**config.mk**
```make
export PLATFORM = sky130hd
export DESIGN_NAME = sip_indexer
export DESIGN_NICKNAME = d
export VERILOG_FILES = /design/src/sip_pkg.sv /design/src/sip_indexer.sv
export SDC_FILE = /design/constraint.sdc
export NUM_CORES = 1
export LEC_CHECK = 0
export ABC_AREA = 1
export ABC_CLOCK_PERIOD_IN_PS = 8540
export CELL_PAD_IN_SITES_DETAIL_PLACEMENT = 1
export CELL_PAD_IN_SITES_GLOBAL_PLACEMENT = 1
export CORE_MARGIN = 2
export CORE_UTILIZATION = 49
export CTS_BUF_LIST = sky130_fd_sc_hd__clkbuf_4
export CTS_CLUSTER_DIAMETER = 30
export DETAILED_ROUTE_END_ITERATION = 8
export DONT_BUFFER_PORTS = 1
export MAX_ROUTING_LAYER = met4
export PLACE_DENSITY_LB_ADDON = 0.1
export SETUP_SLACK_MARGIN = 0.1
export SLEW_MARGIN = 25
export SYNTH_ARGS = -nofsm -noshare
export SYNTH_HDL_FRONTEND = slang
export SYNTH_SLANG_ARGS = --single-unit
```
**constraint.sdc**
```tcl
create_clock -name i_sys_clk -period 8.54 [get_ports i_sys_clk]
set_input_delay 0 -clock i_sys_clk [delete_from_list [all_inputs] [get_ports i_sys_clk]]
set_output_delay 0 -clock i_sys_clk [all_outputs]
set_load 0.01 [all_outputs]
```
**src/sip_pkg.sv**
```systemverilog
// package of constants and types for the stepper indexer position block
// ==========================================================================
package sip_pkg;
  // ==========================================================================
  // bus and register map
  localparam int AXI_AW = 8;
  localparam logic [AXI_AW-1:0] OFS_CTRL = 8'h00;
  localparam logic [AXI_AW-1:0] OFS_INDEX = 8'h04;
  localparam logic [AXI_AW-1:0] OFS_COIL_A_EXPECTED_CURRENT = 8'h08;
  localparam logic [AXI_AW-1:0] OFS_PERIOD = 8'h0C;
  localparam logic [1:0] RESP_OKAY = 2'h0;
  localparam logic [1:0] RESP_SLVERR = 2'h2;
  // ==========================================================================
  // control register fields
  localparam int B_EDGE_SEL = 0;
  localparam int B_STEP_OVR = 1;
  localparam int B_DIR_OVR = 2;
  localparam int B_DIR = 3;
  localparam int B_STEP = 4;
  localparam int B_INDEXER_RESET_BIT = 5;
  localparam int B_BYPASS = 6;
  localparam int B_TOL_LO = 7;
  localparam int B_RES_LO = 9;
  localparam int CTRL_W = 13;
  localparam logic [CTRL_W-1:0] CTRL_RESET = 13'h0080;
  // ==========================================================================
  // index register fields
  localparam int B_A_POS_LO = 0;
  localparam int B_B_POS_LO = 8;
  localparam int B_A_SIGN = 16;
  localparam int B_B_SIGN = 17;
  localparam int B_HOME_STAT = 18;
  // ==========================================================================
  // indexer
  localparam int POS_W = 10;
  localparam logic [POS_W-1:0] POS_HOME = 10'h080;
  localparam logic [3:0] RES_FINEST = 4'h8;
  localparam int PER_W = 20;
  localparam logic [PER_W-1:0] PER_MAX = 20'hF_FFFF;
  // pin vector order
  localparam int PIN_STEP = 0;
  localparam int PIN_DIR = 1;
  localparam int PIN_HW = 2;
  localparam int PIN_SLEEP = 3;
  localparam int PIN_UVLO = 4;
  localparam int PIN_N = 5;
  typedef enum logic [1:0] {
    SIP_TOL_1 = 2'b00,
    SIP_TOL_2 = 2'b01,
    SIP_TOL_4 = 2'b10,
    SIP_TOL_6 = 2'b11
  } sip_tol_t;
endpackage

```
**src/sip_indexer.sv**
```systemverilog
// stepper indexer: step/direction sequencing, readback, home pin, jitter filter
`timescale 1ns/1ps
module sip_indexer
  import sip_pkg::*;
(
  input wire logic i_sys_clk,
  input wire logic i_rst,
  input wire logic i_step_pin,
  input wire logic i_dir_pin,
  input wire logic i_hw_mode,
  input wire logic i_sleep,
  input wire logic i_logic_uvlo,
  input wire logic [AXI_AW-1:0] i_awaddr,
  input wire logic i_awvalid,
  output logic o_awready,
  input wire logic [31:0] i_wdata,
  input wire logic [3:0] i_wstrb,
  input wire logic i_wvalid,
  output logic o_wready,
  output logic [1:0] o_bresp,
  output logic o_bvalid,
  input wire logic i_bready,
  input wire logic [AXI_AW-1:0] i_araddr,
  input wire logic i_arvalid,
  output logic o_arready,
  output logic [31:0] o_rdata,
  output logic [1:0] o_rresp,
  output logic o_rvalid,
  input wire logic i_rready,
  output logic o_home_out_n,
  output logic o_home_oe,
  output logic o_clean_step
);
  // ==========================================================================
  // functions
  function automatic logic [POS_W-1:0] step_inc(input logic [3:0] res);
    logic [3:0] r;
    r = (res > RES_FINEST) ? RES_FINEST : res;
    step_inc = POS_W'(10'h100 >> r);
  endfunction

  function automatic logic [POS_W-1:0] next_pos(input logic [POS_W-1:0] pos,
                                                input logic [3:0] res,
                                                input logic fwd);
    logic [POS_W-1:0] off;
    logic [POS_W-1:0] inc;
    logic [POS_W-1:0] p;
    logic [POS_W-1:0] al;
    logic [POS_W-1:0] n;
    // full step sits on the odd 45 degree grid, finer modes on multiples of inc
    off = (res == 4'h0) ? POS_HOME : 10'h000;
    inc = step_inc(res);
    p = pos - off;
    al = p & ~(inc - 10'h001);
    if (fwd) begin
      n = al + inc;
    end else begin
      n = (p == al) ? (al - inc) : al;
    end
    next_pos = n + off;
  endfunction

  // sine at every sixteenth position, scaled to 255; entry 16 is the peak
  localparam logic [16:0][7:0] SINE_PTS = {8'hFF, 8'hFE, 8'hFA, 8'hF4, 8'hEC, 8'hE1,
                                           8'hD5, 8'hC6, 8'hB5, 8'hA2, 8'h8E, 8'h79,
                                           8'h62, 8'h4A, 8'h32, 8'h19, 8'h00};
  function automatic logic [7:0] sine_pt(input logic [4:0] k);
    sine_pt = k[4] ? 8'hFF : SINE_PTS[k[3:0]];
  endfunction
  // interpolated sin(90 * pos / 256) scaled to 255
  function automatic logic [7:0] sine_of(input logic [7:0] pos);
    logic [7:0] lo;
    logic [7:0] hi;
    logic [11:0] d;
    lo = sine_pt({1'b0, pos[7:4]});
    hi = sine_pt({1'b0, pos[7:4]} + 5'd1);
    d = 12'(hi - lo) * 12'(pos[3:0]);
    sine_of = lo + d[11:4];
  endfunction

  function automatic logic [6:0] tol_pct(input sip_tol_t t);
    case (t)
      SIP_TOL_1: tol_pct = 7'd1;
      SIP_TOL_2: tol_pct = 7'd2;
      SIP_TOL_4: tol_pct = 7'd4;
      default: tol_pct = 7'd6;
    endcase
  endfunction

  // ==========================================================================
  // pin synchronisers
  logic [PIN_N-1:0] pin_s1_q;
  logic [PIN_N-1:0] pin_s2_q;
  logic [PIN_N-1:0] pin_s3_q;
  logic [PIN_N-1:0] pin_lvl_q;
  logic [PIN_N-1:0] pin_lvl_d;
  logic [PIN_N-1:0] pin_raw;
  assign pin_raw = {i_logic_uvlo, i_sleep, i_hw_mode, i_dir_pin, i_step_pin};
  always_ff @(posedge i_sys_clk or posedge i_rst) begin
    if (i_rst) begin
      pin_s1_q <= '0;
      pin_s2_q <= '0;
      pin_s3_q <= '0;
      pin_lvl_q <= '0;
    end else begin
      pin_s1_q <= pin_raw;
      pin_s2_q <= pin_s1_q;
      pin_s3_q <= pin_s2_q;
      pin_lvl_q <= pin_lvl_d;
    end
  end

  // a level changes only once two stages agree
  always_comb begin
    for (int i = 0; i < PIN_N; i++) begin
      pin_lvl_d[i] = (pin_s2_q[i] == pin_s3_q[i]) ? pin_s3_q[i] : pin_lvl_q[i];
    end
  end

  logic hw_mode;
  logic soft_rst;
  logic step_rise;
  logic step_fall;

  assign hw_mode = pin_lvl_q[PIN_HW];
  // registers and indexer held at default through sleep and undervoltage
  assign soft_rst = pin_lvl_q[PIN_SLEEP] | pin_lvl_q[PIN_UVLO];
  assign step_rise = pin_lvl_d[PIN_STEP] & ~pin_lvl_q[PIN_STEP];
  assign step_fall = ~pin_lvl_d[PIN_STEP] & pin_lvl_q[PIN_STEP];

  // ==========================================================================
  // axi4-lite slave
  logic [AXI_AW-1:0] aw_addr_q;
  logic [31:0] w_data_q;
  logic [3:0] w_strb_q;
  logic aw_have_q;
  logic w_have_q;
  logic wr_go;
  logic [CTRL_W-1:0] ctrl_q;
  logic [7:0] a_pos_q;
  logic [7:0] b_pos_q;
  logic a_sign_q;
  logic b_sign_q;
  logic [7:0] coil_a_expected_current_q;
  logic [PER_W-1:0] avg_per_q;
  logic [POS_W-1:0] pos_q;
  assign wr_go = aw_have_q & w_have_q & ~o_bvalid;
  always_ff @(posedge i_sys_clk or posedge i_rst) begin
    if (i_rst) begin
      o_awready <= 1'b1;
      o_wready <= 1'b1;
      aw_have_q <= 1'b0;
      w_have_q <= 1'b0;
      aw_addr_q <= '0;
      w_data_q <= 32'h0000_0000;
      w_strb_q <= 4'h0;
      o_bvalid <= 1'b0;
      o_bresp <= RESP_OKAY;
    end else begin
      if (i_awvalid && o_awready) begin
        aw_addr_q <= i_awaddr;
        aw_have_q <= 1'b1;
        o_awready <= 1'b0;
      end
      if (i_wvalid && o_wready) begin
        w_data_q <= i_wdata;
        w_strb_q <= i_wstrb;
        w_have_q <= 1'b1;
        o_wready <= 1'b0;
      end
      if (wr_go) begin
        aw_have_q <= 1'b0;
        w_have_q <= 1'b0;
        o_bvalid <= 1'b1;
        o_bresp <= (aw_addr_q == OFS_CTRL || aw_addr_q == OFS_INDEX ||
                    aw_addr_q == OFS_COIL_A_EXPECTED_CURRENT || aw_addr_q == OFS_PERIOD) ?
                   RESP_OKAY : RESP_SLVERR;
      end
      if (o_bvalid && i_bready) begin
        o_bvalid <= 1'b0;
        o_awready <= 1'b1;
        o_wready <= 1'b1;
      end
    end
  end

  always_ff @(posedge i_sys_clk or posedge i_rst) begin
    if (i_rst) begin
      o_arready <= 1'b1;
      o_rvalid <= 1'b0;
      o_rdata <= 32'h0000_0000;
      o_rresp <= RESP_OKAY;
    end else if (i_arvalid && o_arready) begin
      o_arready <= 1'b0;
      o_rvalid <= 1'b1;
      o_rresp <= RESP_OKAY;
      case (i_araddr)
        OFS_CTRL: o_rdata <= 32'(ctrl_q);
        OFS_INDEX: o_rdata <= 32'({pos_q != POS_HOME, b_sign_q, a_sign_q, b_pos_q,
                                   a_pos_q});
        OFS_COIL_A_EXPECTED_CURRENT: o_rdata <= 32'(coil_a_expected_current_q);
        OFS_PERIOD: o_rdata <= 32'(avg_per_q);
        default: begin
          o_rdata <= 32'h0000_0000;
          o_rresp <= RESP_SLVERR;
        end
      endcase
    end else if (o_rvalid && i_rready) begin
      o_rvalid <= 1'b0;
      o_arready <= 1'b1;
    end
  end

  // ==========================================================================
  // control register; step and indexer reset bits are one-shot and read zero
  logic ctrl_wr;
  logic step_bit_pulse;
  logic indexer_reset_bit_pulse;
  logic [CTRL_W-1:0] ctrl_wv;
  assign ctrl_wr = wr_go && (aw_addr_q == OFS_CTRL);
  assign ctrl_wv = {w_strb_q[1] ? w_data_q[CTRL_W-1:8] : ctrl_q[CTRL_W-1:8],
                    w_strb_q[0] ? w_data_q[7:0] : ctrl_q[7:0]};
  assign step_bit_pulse = ctrl_wr & w_strb_q[0] & w_data_q[B_STEP] &
                          ctrl_wv[B_STEP_OVR] & ~hw_mode;
  assign indexer_reset_bit_pulse = ctrl_wr & w_strb_q[0] & w_data_q[B_INDEXER_RESET_BIT] & ~hw_mode;
  always_ff @(posedge i_sys_clk or posedge i_rst) begin
    if (i_rst) begin
      ctrl_q <= CTRL_RESET;
    end else if (soft_rst) begin
      ctrl_q <= CTRL_RESET;
    end else if (ctrl_wr) begin
      ctrl_q <= ctrl_wv & ~(CTRL_W'(1) << B_STEP) & ~(CTRL_W'(1) << B_INDEXER_RESET_BIT);
    end
  end

  // ==========================================================================
  // step and direction selection
  logic act_step;
  logic fwd;
  logic [3:0] res;
  logic [CTRL_W-1:0] ctrl_now;
  assign res = ctrl_q[B_RES_LO +: 4];
  // the write that sets an override already steers the step it carries
  assign ctrl_now = ctrl_wr ? ctrl_wv : ctrl_q;
  always_comb begin
    if (hw_mode) begin
      act_step = step_rise;
      fwd = pin_lvl_q[PIN_DIR];
    end else begin
      if (ctrl_now[B_STEP_OVR]) begin
        act_step = step_bit_pulse;
      end else begin
        act_step = step_rise | (ctrl_now[B_EDGE_SEL] & step_fall);
      end
      fwd = ctrl_now[B_DIR_OVR] ? ctrl_now[B_DIR] : pin_lvl_q[PIN_DIR];
    end
  end

  // ==========================================================================
  // indexer position, 1024 states per electrical turn
  always_ff @(posedge i_sys_clk or posedge i_rst) begin
    if (i_rst) begin
      pos_q <= POS_HOME;
    end else if (soft_rst || indexer_reset_bit_pulse) begin
      pos_q <= POS_HOME;
    end else if (act_step) begin
      pos_q <= next_pos(pos_q, res, fwd);
    end
  end

  // ==========================================================================
  // readback and home pin
  logic [7:0] a_lin;
  assign a_lin = pos_q[8] ? ~pos_q[7:0] : pos_q[7:0];
  always_ff @(posedge i_sys_clk or posedge i_rst) begin
    if (i_rst) begin
      a_pos_q <= 8'h80;
      b_pos_q <= 8'h7F;
      a_sign_q <= 1'b1;
      b_sign_q <= 1'b1;
      coil_a_expected_current_q <= 8'h00;
      o_home_oe <= 1'b0;
      o_home_out_n <= 1'b0;
    end else begin
      a_pos_q <= a_lin;
      b_pos_q <= ~a_lin;
      a_sign_q <= ~pos_q[9];
      b_sign_q <= ~(pos_q[9] ^ pos_q[8]);
      coil_a_expected_current_q <= sine_of(a_pos_q);
      // pin pulled low once per turn, i.e. every four full steps
      o_home_oe <= (pos_q == POS_HOME);
      o_home_out_n <= 1'b0;
    end
  end

  // ==========================================================================
  // step-rate jitter filter feeding stall detection only
  logic [PER_W-1:0] per_cnt_q;
  logic [PER_W-1:0] cln_cnt_q;
  logic [PER_W-1:0] diff;
  logic in_tol;
  assign diff = (per_cnt_q > avg_per_q) ? (per_cnt_q - avg_per_q) : (avg_per_q - per_cnt_q);
  assign in_tol = (27'(diff) * 27'd100) <=
                  (27'(tol_pct(sip_tol_t'(ctrl_q[B_TOL_LO +: 2]))) * 27'(avg_per_q));
  always_ff @(posedge i_sys_clk or posedge i_rst) begin
    if (i_rst) begin
      per_cnt_q <= '0;
      cln_cnt_q <= '0;
      avg_per_q <= '0;
      o_clean_step <= 1'b0;
    end else if (soft_rst) begin
      per_cnt_q <= '0;
      cln_cnt_q <= '0;
      avg_per_q <= '0;
      o_clean_step <= 1'b0;
    end else begin
      per_cnt_q <= (per_cnt_q == PER_MAX) ? PER_MAX : per_cnt_q + PER_W'(1);
      cln_cnt_q <= (cln_cnt_q == PER_MAX) ? PER_MAX : cln_cnt_q + PER_W'(1);
      o_clean_step <= 1'b0;
      if (act_step) begin
        per_cnt_q <= PER_W'(1); // the step's own cycle belongs to the new period
      end
      if (ctrl_q[B_BYPASS]) begin
        o_clean_step <= act_step;
        if (act_step) begin
          avg_per_q <= per_cnt_q;
        end
      end else if (act_step && !in_tol) begin
        // a real rate change resynchronises the clean train; never two pulses in a row
        avg_per_q <= per_cnt_q;
        cln_cnt_q <= '0;
        o_clean_step <= !o_clean_step;
      end else if (avg_per_q != '0 && cln_cnt_q >= avg_per_q - PER_W'(1)) begin
        cln_cnt_q <= '0;
        o_clean_step <= !o_clean_step;
      end
    end
  end
endmodule

```
==> out/results.ini, run 1 <==
[status]
outcome=complete, no violations

[critical_path]
arrival_ns=8.31
critical_path_class=reg2reg
crit_required_ns=9.10
critPathMaxFanout=40
rr_endpoint=avg_per_q[12]
cpPeakStageDelay_ns=0.53
cp-startpoint=per_cnt_q[0]
slowest_stage=fa_1
r2r_cells=46
cp_common_cell=nand2_1
crit_path_end_kind=flip-flop
r2r_setup_slack_ns=0.79
start_kind=flip-flop
r2r-start=per_cnt_q[0]

[power_and_ir_drop]
p_leak_nw=10.9
power.density_nw_per_um2=305
peakVddDrop_uv=448

[drt]
via_count=17622
drt_wl_total_um=60300
drtAntennaViolNets=0
drt_iter0_drc=894
drtPass1Iterations=5
routed_via_density=5.49
drc=0
wl_per_cell_um=18.8

[yosys]
yosysWarnings=0
avgSynthCellArea_um2=7.14
synth_edf_count=0
async_flop_share_pct=100
yosysSeqAreaShare_pct=24.3
synthFlopType=dfrtp_1
syn_inst=2620
syn-cell-area_um2=18700
yosysUniqueCellTypes=61
ys_ff_latch=181

[die]
dieArea_um2=39800
num_io_pins=108
die-height_um=199
row_count=71
start_util_pct=49.7
dieWidth_um=199
coreArea_um2=37700

[clock_tree]
cts_made_buffers=17
cts_tree=built
clkTransAtPathRegs_ns=0.17
clock_latency_ns=0.64
cts-root-buf=clkbuf_4
ctsHtreeMaxLevel=4
clock_sinks=181
clockBufferDepth=2

[timing]
period_share_pct=90.8
drv_slew=0
worst_pin_slew_ns=0.895
fin_worst_skew_ns=0.0405
fin_tns_setup_ns=0
rsz0062_at_grt=no
max_freq_ghz=0.129
min_period_ns=7.75
setup_viol=0
hold_violations=0
hold-worst-slack_ns=0.0326
max_slew_margin_pct=40.3

[grt]
grt_max_degree=102
grt_pass1_wl_um=98000
grt-ovfl-total=0
antenna_found_initial=2
grt_use_total_pct=32.3
grt_pass1_vias=18882

[flow_run]
drv_cap=0

[placement]
io_buffers=0
globalplace.congestion=0.946
place_hpwl_um=48300

[final_layout]
syn_to_final_growth_pct=8.39
num-nets-final=3027
layout-drive-gt1-share_pct=4.53

[min_path]
hold_start=i_wstrb[1]
holdPathStages=3
hold_path_class=in2reg
hold-path-endpoint=w_strb_q[1]

[layout make-up]
class                   instances  area, µm²
diodes                          2       5.00
clock buffers                  17        128
clock inverters                15        171
fillers                      4993      17400
inverters                     480       1810
multi-input cells            1906      12100
flip-flops and latches        181       4550
well taps                     511        639
repair buffers                 97        913
[registers in the layout, summed over array words and instances (netlist names), 2 cells and up]
signal and count:
avg_per_q 20, cln_cnt_q 20, o_rdata 20, per_cnt_q 20, w_data_q 13, ctrl_q 11
pos_q 10, a_pos_q 8, aw_addr_q 8, b_pos_q 8, coil_a_expected_current_q 8, pin_lvl_q 5
pin_s1_q 5, pin_s2_q 5, pin_s3_q 5, w_strb_q 2
[placed cells by master, fill, tap and decap left out, types with 74 or more instances in the layout]
| master | n |
|---|---|
| a21oi_1 | 170 |
| nand3_1 | 126 |
| xor2_1 | 104 |
| nand2_1 | 602 |
| ha_1 | 227 |
| dlygate4sd3_1 | 74 |
| o21ai_0 | 119 |
| inv_1 | 468 |
| dfrtp_1 | 166 |
| nor2_1 | 194 |
[worst max-delay path by stage]
| stage | to | slack (ns) |
|---|---|---|
| after floorplan | avg_per_q[1] | 2.30 |
| after global placement | cln_cnt_q[19] | 1.0 |
| after detailed placement | cln_cnt_q[15] | 0.69 |
| after CTS | cln_cnt_q[3] | 0.63 |
| after global routing | cln_cnt_q[3] | 0.15 |
| final | avg_per_q[12] | 0.79 |
[metrics by stage]
stage | instances | power (mW) | utilization, % | worst slack [ns] | area, µm²
finish | 3209 | 6.19 | 53.9 | 0.787 | 20300
global placement | 3101 | 5.37 | 51.1 | 0.998 | 19200
CTS | 3207 | 6.16 | 53.8 | 0.632 | 20300
detailed placement | 3101 | 5.60 | 51.1 | 0.695 | 19200
global route | 3209 | 6.89 | 53.9 | 0.151 | 20300
floorplan | 2634 | 4.39 | - | 2.30 | 18800
[critical path, delay by kind of cell, from the launching register on]
kind | cells | cell delay (ns)
AO/OA/AOI/OAI | 7 | 1.10
XOR/XNOR | 1 | 0.37
adder cells (fa/ha/maj) | 7 | 2.27
buffers and inverters | 10 | 1.16
flip-flops | 1 | 0.50
AND/OR/NAND/NOR | 21 | 2.23
[metal layers]
metal  GRT usage [%]  wire length, µm  vias to the layer above
li1                -                -                     8470
met1            36.8            24900                     8635
met2            57.6            30700                      375
met3            3.66             2030                      142
met4            13.7             2690                        0
met5               -                0                        -
[power by group]
group | internal (mW) | switching (mW)
logic | 1.61 | 2.90
registers | 1.02 | 0.149
clock network | 0.138 | 0.370
total | 2.77 | 3.42
[repair_timing]
| item | CTS | global route |
|---|---|---|
| endpoints found under the hold margin | 166 | 0 |
| buffers inserted | 0 | 0 |
| hold buffers | 74 | 0 |
| setup endpoints to repair | 0 | 20 |
| gates resized for setup | 0 | 1 |
[Yosys cell counts, drive strengths merged, types with 12 or more instances]
| cell type | count | area [µm²] |
|---|---|---|
| o211ai | 16 | 130 |
| dfstp | 15 | 394 |
| a21oi | 173 | 877 |
| o22ai | 17 | 106 |
| xor2 | 104 | 911 |
| fa | 53 | 1060 |
| inv | 478 | 1800 |
| nor4 | 13 | 93.8 |
| o21ai | 152 | 780 |
| nand4 | 37 | 238 |
| nor3 | 25 | 135 |
| buf | 33 | 236 |
| o21bai | 12 | 90.1 |
| dfrtp | 166 | 4150 |
| clkbuf | 34 | 130 |
| nand3 | 129 | 661 |
| xnor2 | 45 | 394 |
| nor2 | 202 | 781 |
| ha | 227 | 2840 |
| a31oi | 12 | 75.1 |
| nand2 | 614 | 2340 |
[cells by family after synthesis]
| logic type | share of synthesized area, % |
|---|---|
| AO/OA/AOI/OAI | 12.6 |
| XOR/XNOR | 6.97 |
| adder cells (fa/ha/maj) | 21.1 |
| buffers and inverters | 11.6 |
| flip-flops | 24.3 |
| multiplexers | 0.107 |
| other | 0.0200 |
| AND/OR/NAND/NOR | 23.3 |
(Power assumes the default switching activity.)
==> run 2, diff against run 1 <==
- CORE_UTILIZATION: 49 -> 45
==> run 2 against run 1 <==
Effect of this change: via count shrank 1.9%; non-clock buffer count shrank 4; flip-flop and latch count is the same; sequential power is essentially flat; routed wire length shrank 0.16%; hold slack gained 0.017 ns; cell count grew 0.50%; utilization shrank 4.3 points; global-route usage shrank 3.2 points; clock-buffer cell count is the same; register-to-register slack lost 0.06 ns; critical endpoint is now cln_cnt_q[7]; sequential share of layout area is essentially flat.
==> out/results.ini, run 2 (same netlist as run 1, synthesis figures left out) <==
[power_and_ir_drop]
p_leak_nw=10.9  ; about the same
total_power_mw=6.13  ; was 6.19 mW
power.density_nw_per_um2=302  ; was 305 nW/µm²
peakVddDrop_uv=413  ; was 448 µV

[final_layout]
layout_commonest_cell=nand2_1  ; unchanged
nFillCells=5333  ; was 4,993
syn_to_final_growth_pct=8.32  ; was 8.39%
num-nets-final=3023  ; was 3,027
mostFrequentLayoutCells=nand2_1 (603), inv_1 (468), ha_1 (226)  ; was nand2_1 (602), inv_1 (468), ha_1 (227)
final_cells=3225  ; was 3,209
layout-drive-gt1-share_pct=4.90  ; was 4.53%
multiInputGateArea_um2=12100  ; about the same
final-seq-area_um2=4550  ; about the same

[placement]
dp.cells=3127  ; was 3,101
globalplace.congestion=0.922  ; was 0.946
place_hpwl_um=49600  ; was 48,300 µm
place_ws_ns=0.618  ; was 0.695 ns
io_buffers=0  ; unchanged

[grt]
grt-ovfl-total=0  ; unchanged
grt_use_total_pct=29.1  ; was 32.3%
grt_pass1_vias=18684  ; was 18,882
antenna_found_initial=1  ; was 2
grt_max_degree=108  ; was 102
grt_pass1_wl_um=98000  ; about the same

[clock_tree]
clockBufferDepth=2  ; unchanged
cts_setup_buffers=0  ; unchanged
ctsHtreeMaxLevel=4  ; unchanged
cts-root-buf=clkbuf_4  ; unchanged
clkTransAtPathRegs_ns=0.18  ; was 0.17 ns
cts_tree=built  ; unchanged
clock_latency_ns=0.63  ; was 0.64 ns
clock_sinks=181  ; unchanged
cts_made_buffers=17  ; unchanged

[timing]
max_slew_margin_pct=36.9  ; was 40.3%
period_share_pct=91.5  ; was 90.8%
fin_worst_skew_ns=0.0391  ; was 0.0405 ns
worst_pin_slew_ns=0.939  ; was 0.895 ns
worst_slack_ns=0.725  ; was 0.787 ns
max_freq_ghz=0.128  ; was 0.129 GHz
hold_violations=0  ; unchanged
min_period_ns=7.82  ; was 7.75 ns
setup_viol=0  ; unchanged
hold-worst-slack_ns=0.0496  ; was 0.0326 ns
drv_slew=0  ; unchanged
fin_tns_setup_ns=0  ; unchanged
rsz0062_at_grt=no  ; unchanged

[critical_path]
r2r-start=avg_per_q[17]  ; was per_cnt_q[0]
start_kind=flip-flop  ; unchanged
critical_path_class=reg2reg  ; unchanged
crit_path_end_kind=flip-flop  ; unchanged
slowest_stage=dfrtp_1  ; was fa_1
path_buf_inv=8  ; was 10
arrival_ns=8.35  ; was 8.31 ns
cp-startpoint=avg_per_q[17]  ; was per_cnt_q[0]
cpLargestDelayFamily=adder cells  ; unchanged
crit_required_ns=9.08  ; was 9.10 ns
critPathMaxFanout=20  ; was 40
cpPeakStageDelay_ns=0.72  ; was 0.53 ns
cp_common_cell=nand2_1  ; unchanged

[min_path]
hold_path_class=in2reg  ; unchanged
hold_start=i_wdata[0]  ; was i_wstrb[1]

[drt]
drt_iter0_drc=688  ; was 894
wl_per_cell_um=18.7  ; was 18.8 µm
routed_via_density=5.36  ; was 5.49
drtPass1Iterations=5  ; unchanged
drtAntennaViolNets=0  ; unchanged
via_count=17279  ; was 17,622
drc=0  ; unchanged
drt_wl_total_um=60200  ; was 60,300 µm

[die]
die-height_um=208  ; was 199 µm
start_util_pct=45.7  ; was 49.7%
num_io_pins=108  ; unchanged
coreArea_um2=40900  ; was 37,700 µm²
dieArea_um2=43200  ; was 39,800 µm²
dieWidth_um=208  ; was 199 µm
row_count=74  ; was 71

[status]
outcome=complete, no violations  ; unchanged

[flow_run]
drv_cap=0  ; unchanged

run 2: metal layers:
layer	vias up	global-route usage (%)	part of all wire, %
li1	8474	-	-
met1	8444	33.3	42
met2	272	51.5	51
met3	89	3.23	2.9
met4	0	12.3	4.5
met5	-	-	0
run 2: worst reg2reg max path: cells and delay by family (launching register included):
| family | cells | cell delay, ns |
|---|---|---|
| AO/OA/AOI/OAI | 6 | 1.29 |
| buffers and inverters | 8 | 0.99 |
| AND/OR/NAND/NOR | 17 | 2.11 |
| XOR/XNOR | 1 | 0.38 |
| flip-flops | 1 | 0.72 |
| adder cells (fa/ha/maj) | 6 | 2.24 |
run 2: per-stage QoR:
step,area (µm²),util (%)
finish,20300,49.5
global route,20300,49.5
CTS,20200,49.5
detailed placement,19300,47.2
global placement,19300,47.2
floorplan,18800,-
run 2: path summary, 6_finish.rpt:
| check | to | slack [ns] | depth (start not counted) |
|---|---|---|---|
| worst max-delay path | cln_cnt_q[7] | 0.72 | 38 |
| worst min-delay path | w_data_q[0] | 0.05 | 3 |
| worst max register to register | cln_cnt_q[7] | 0.72 | 38 |
| worst min register to register | pin_s2_q[4] | 0.37 | 0 |
| max in group asynchronous | cln_cnt_q[1] | 6.59 | 4 |
| min in group asynchronous | cln_cnt_q[13] | 0.49 | 3 |
run 2: layout make-up:
cell class / count / area share (%)
Antenna cell: 1 / 0.0123
Clock buffer: 17 / 0.629
Tap cell: 532 / 3.28
Multi-Input combinational cell: 1906 / 59.6
Clock inverter: 15 / 0.808
Timing Repair Buffer: 93 / 4.26
Inverter: 480 / 8.94
Sequential cell: 181 / 22.4
run 2: report_power, final:
group / switching, mW / internal, mW / total, mW / leakage (nW)
Sequential: 0.140 / 1.02 / 1.16 / 2.34
Clock: 0.359 / 0.134 / 0.493 / 0.154
Combinational: 2.88 / 1.60 / 4.48 / 8.42
run 2: what timing repair did:
item                                    4_1_cts  5_1_grt
hold buffers                                 65        0
endpoints found under the hold margin       157        0
gates resized for setup                       0        6
endpoints found under the setup margin        0       40
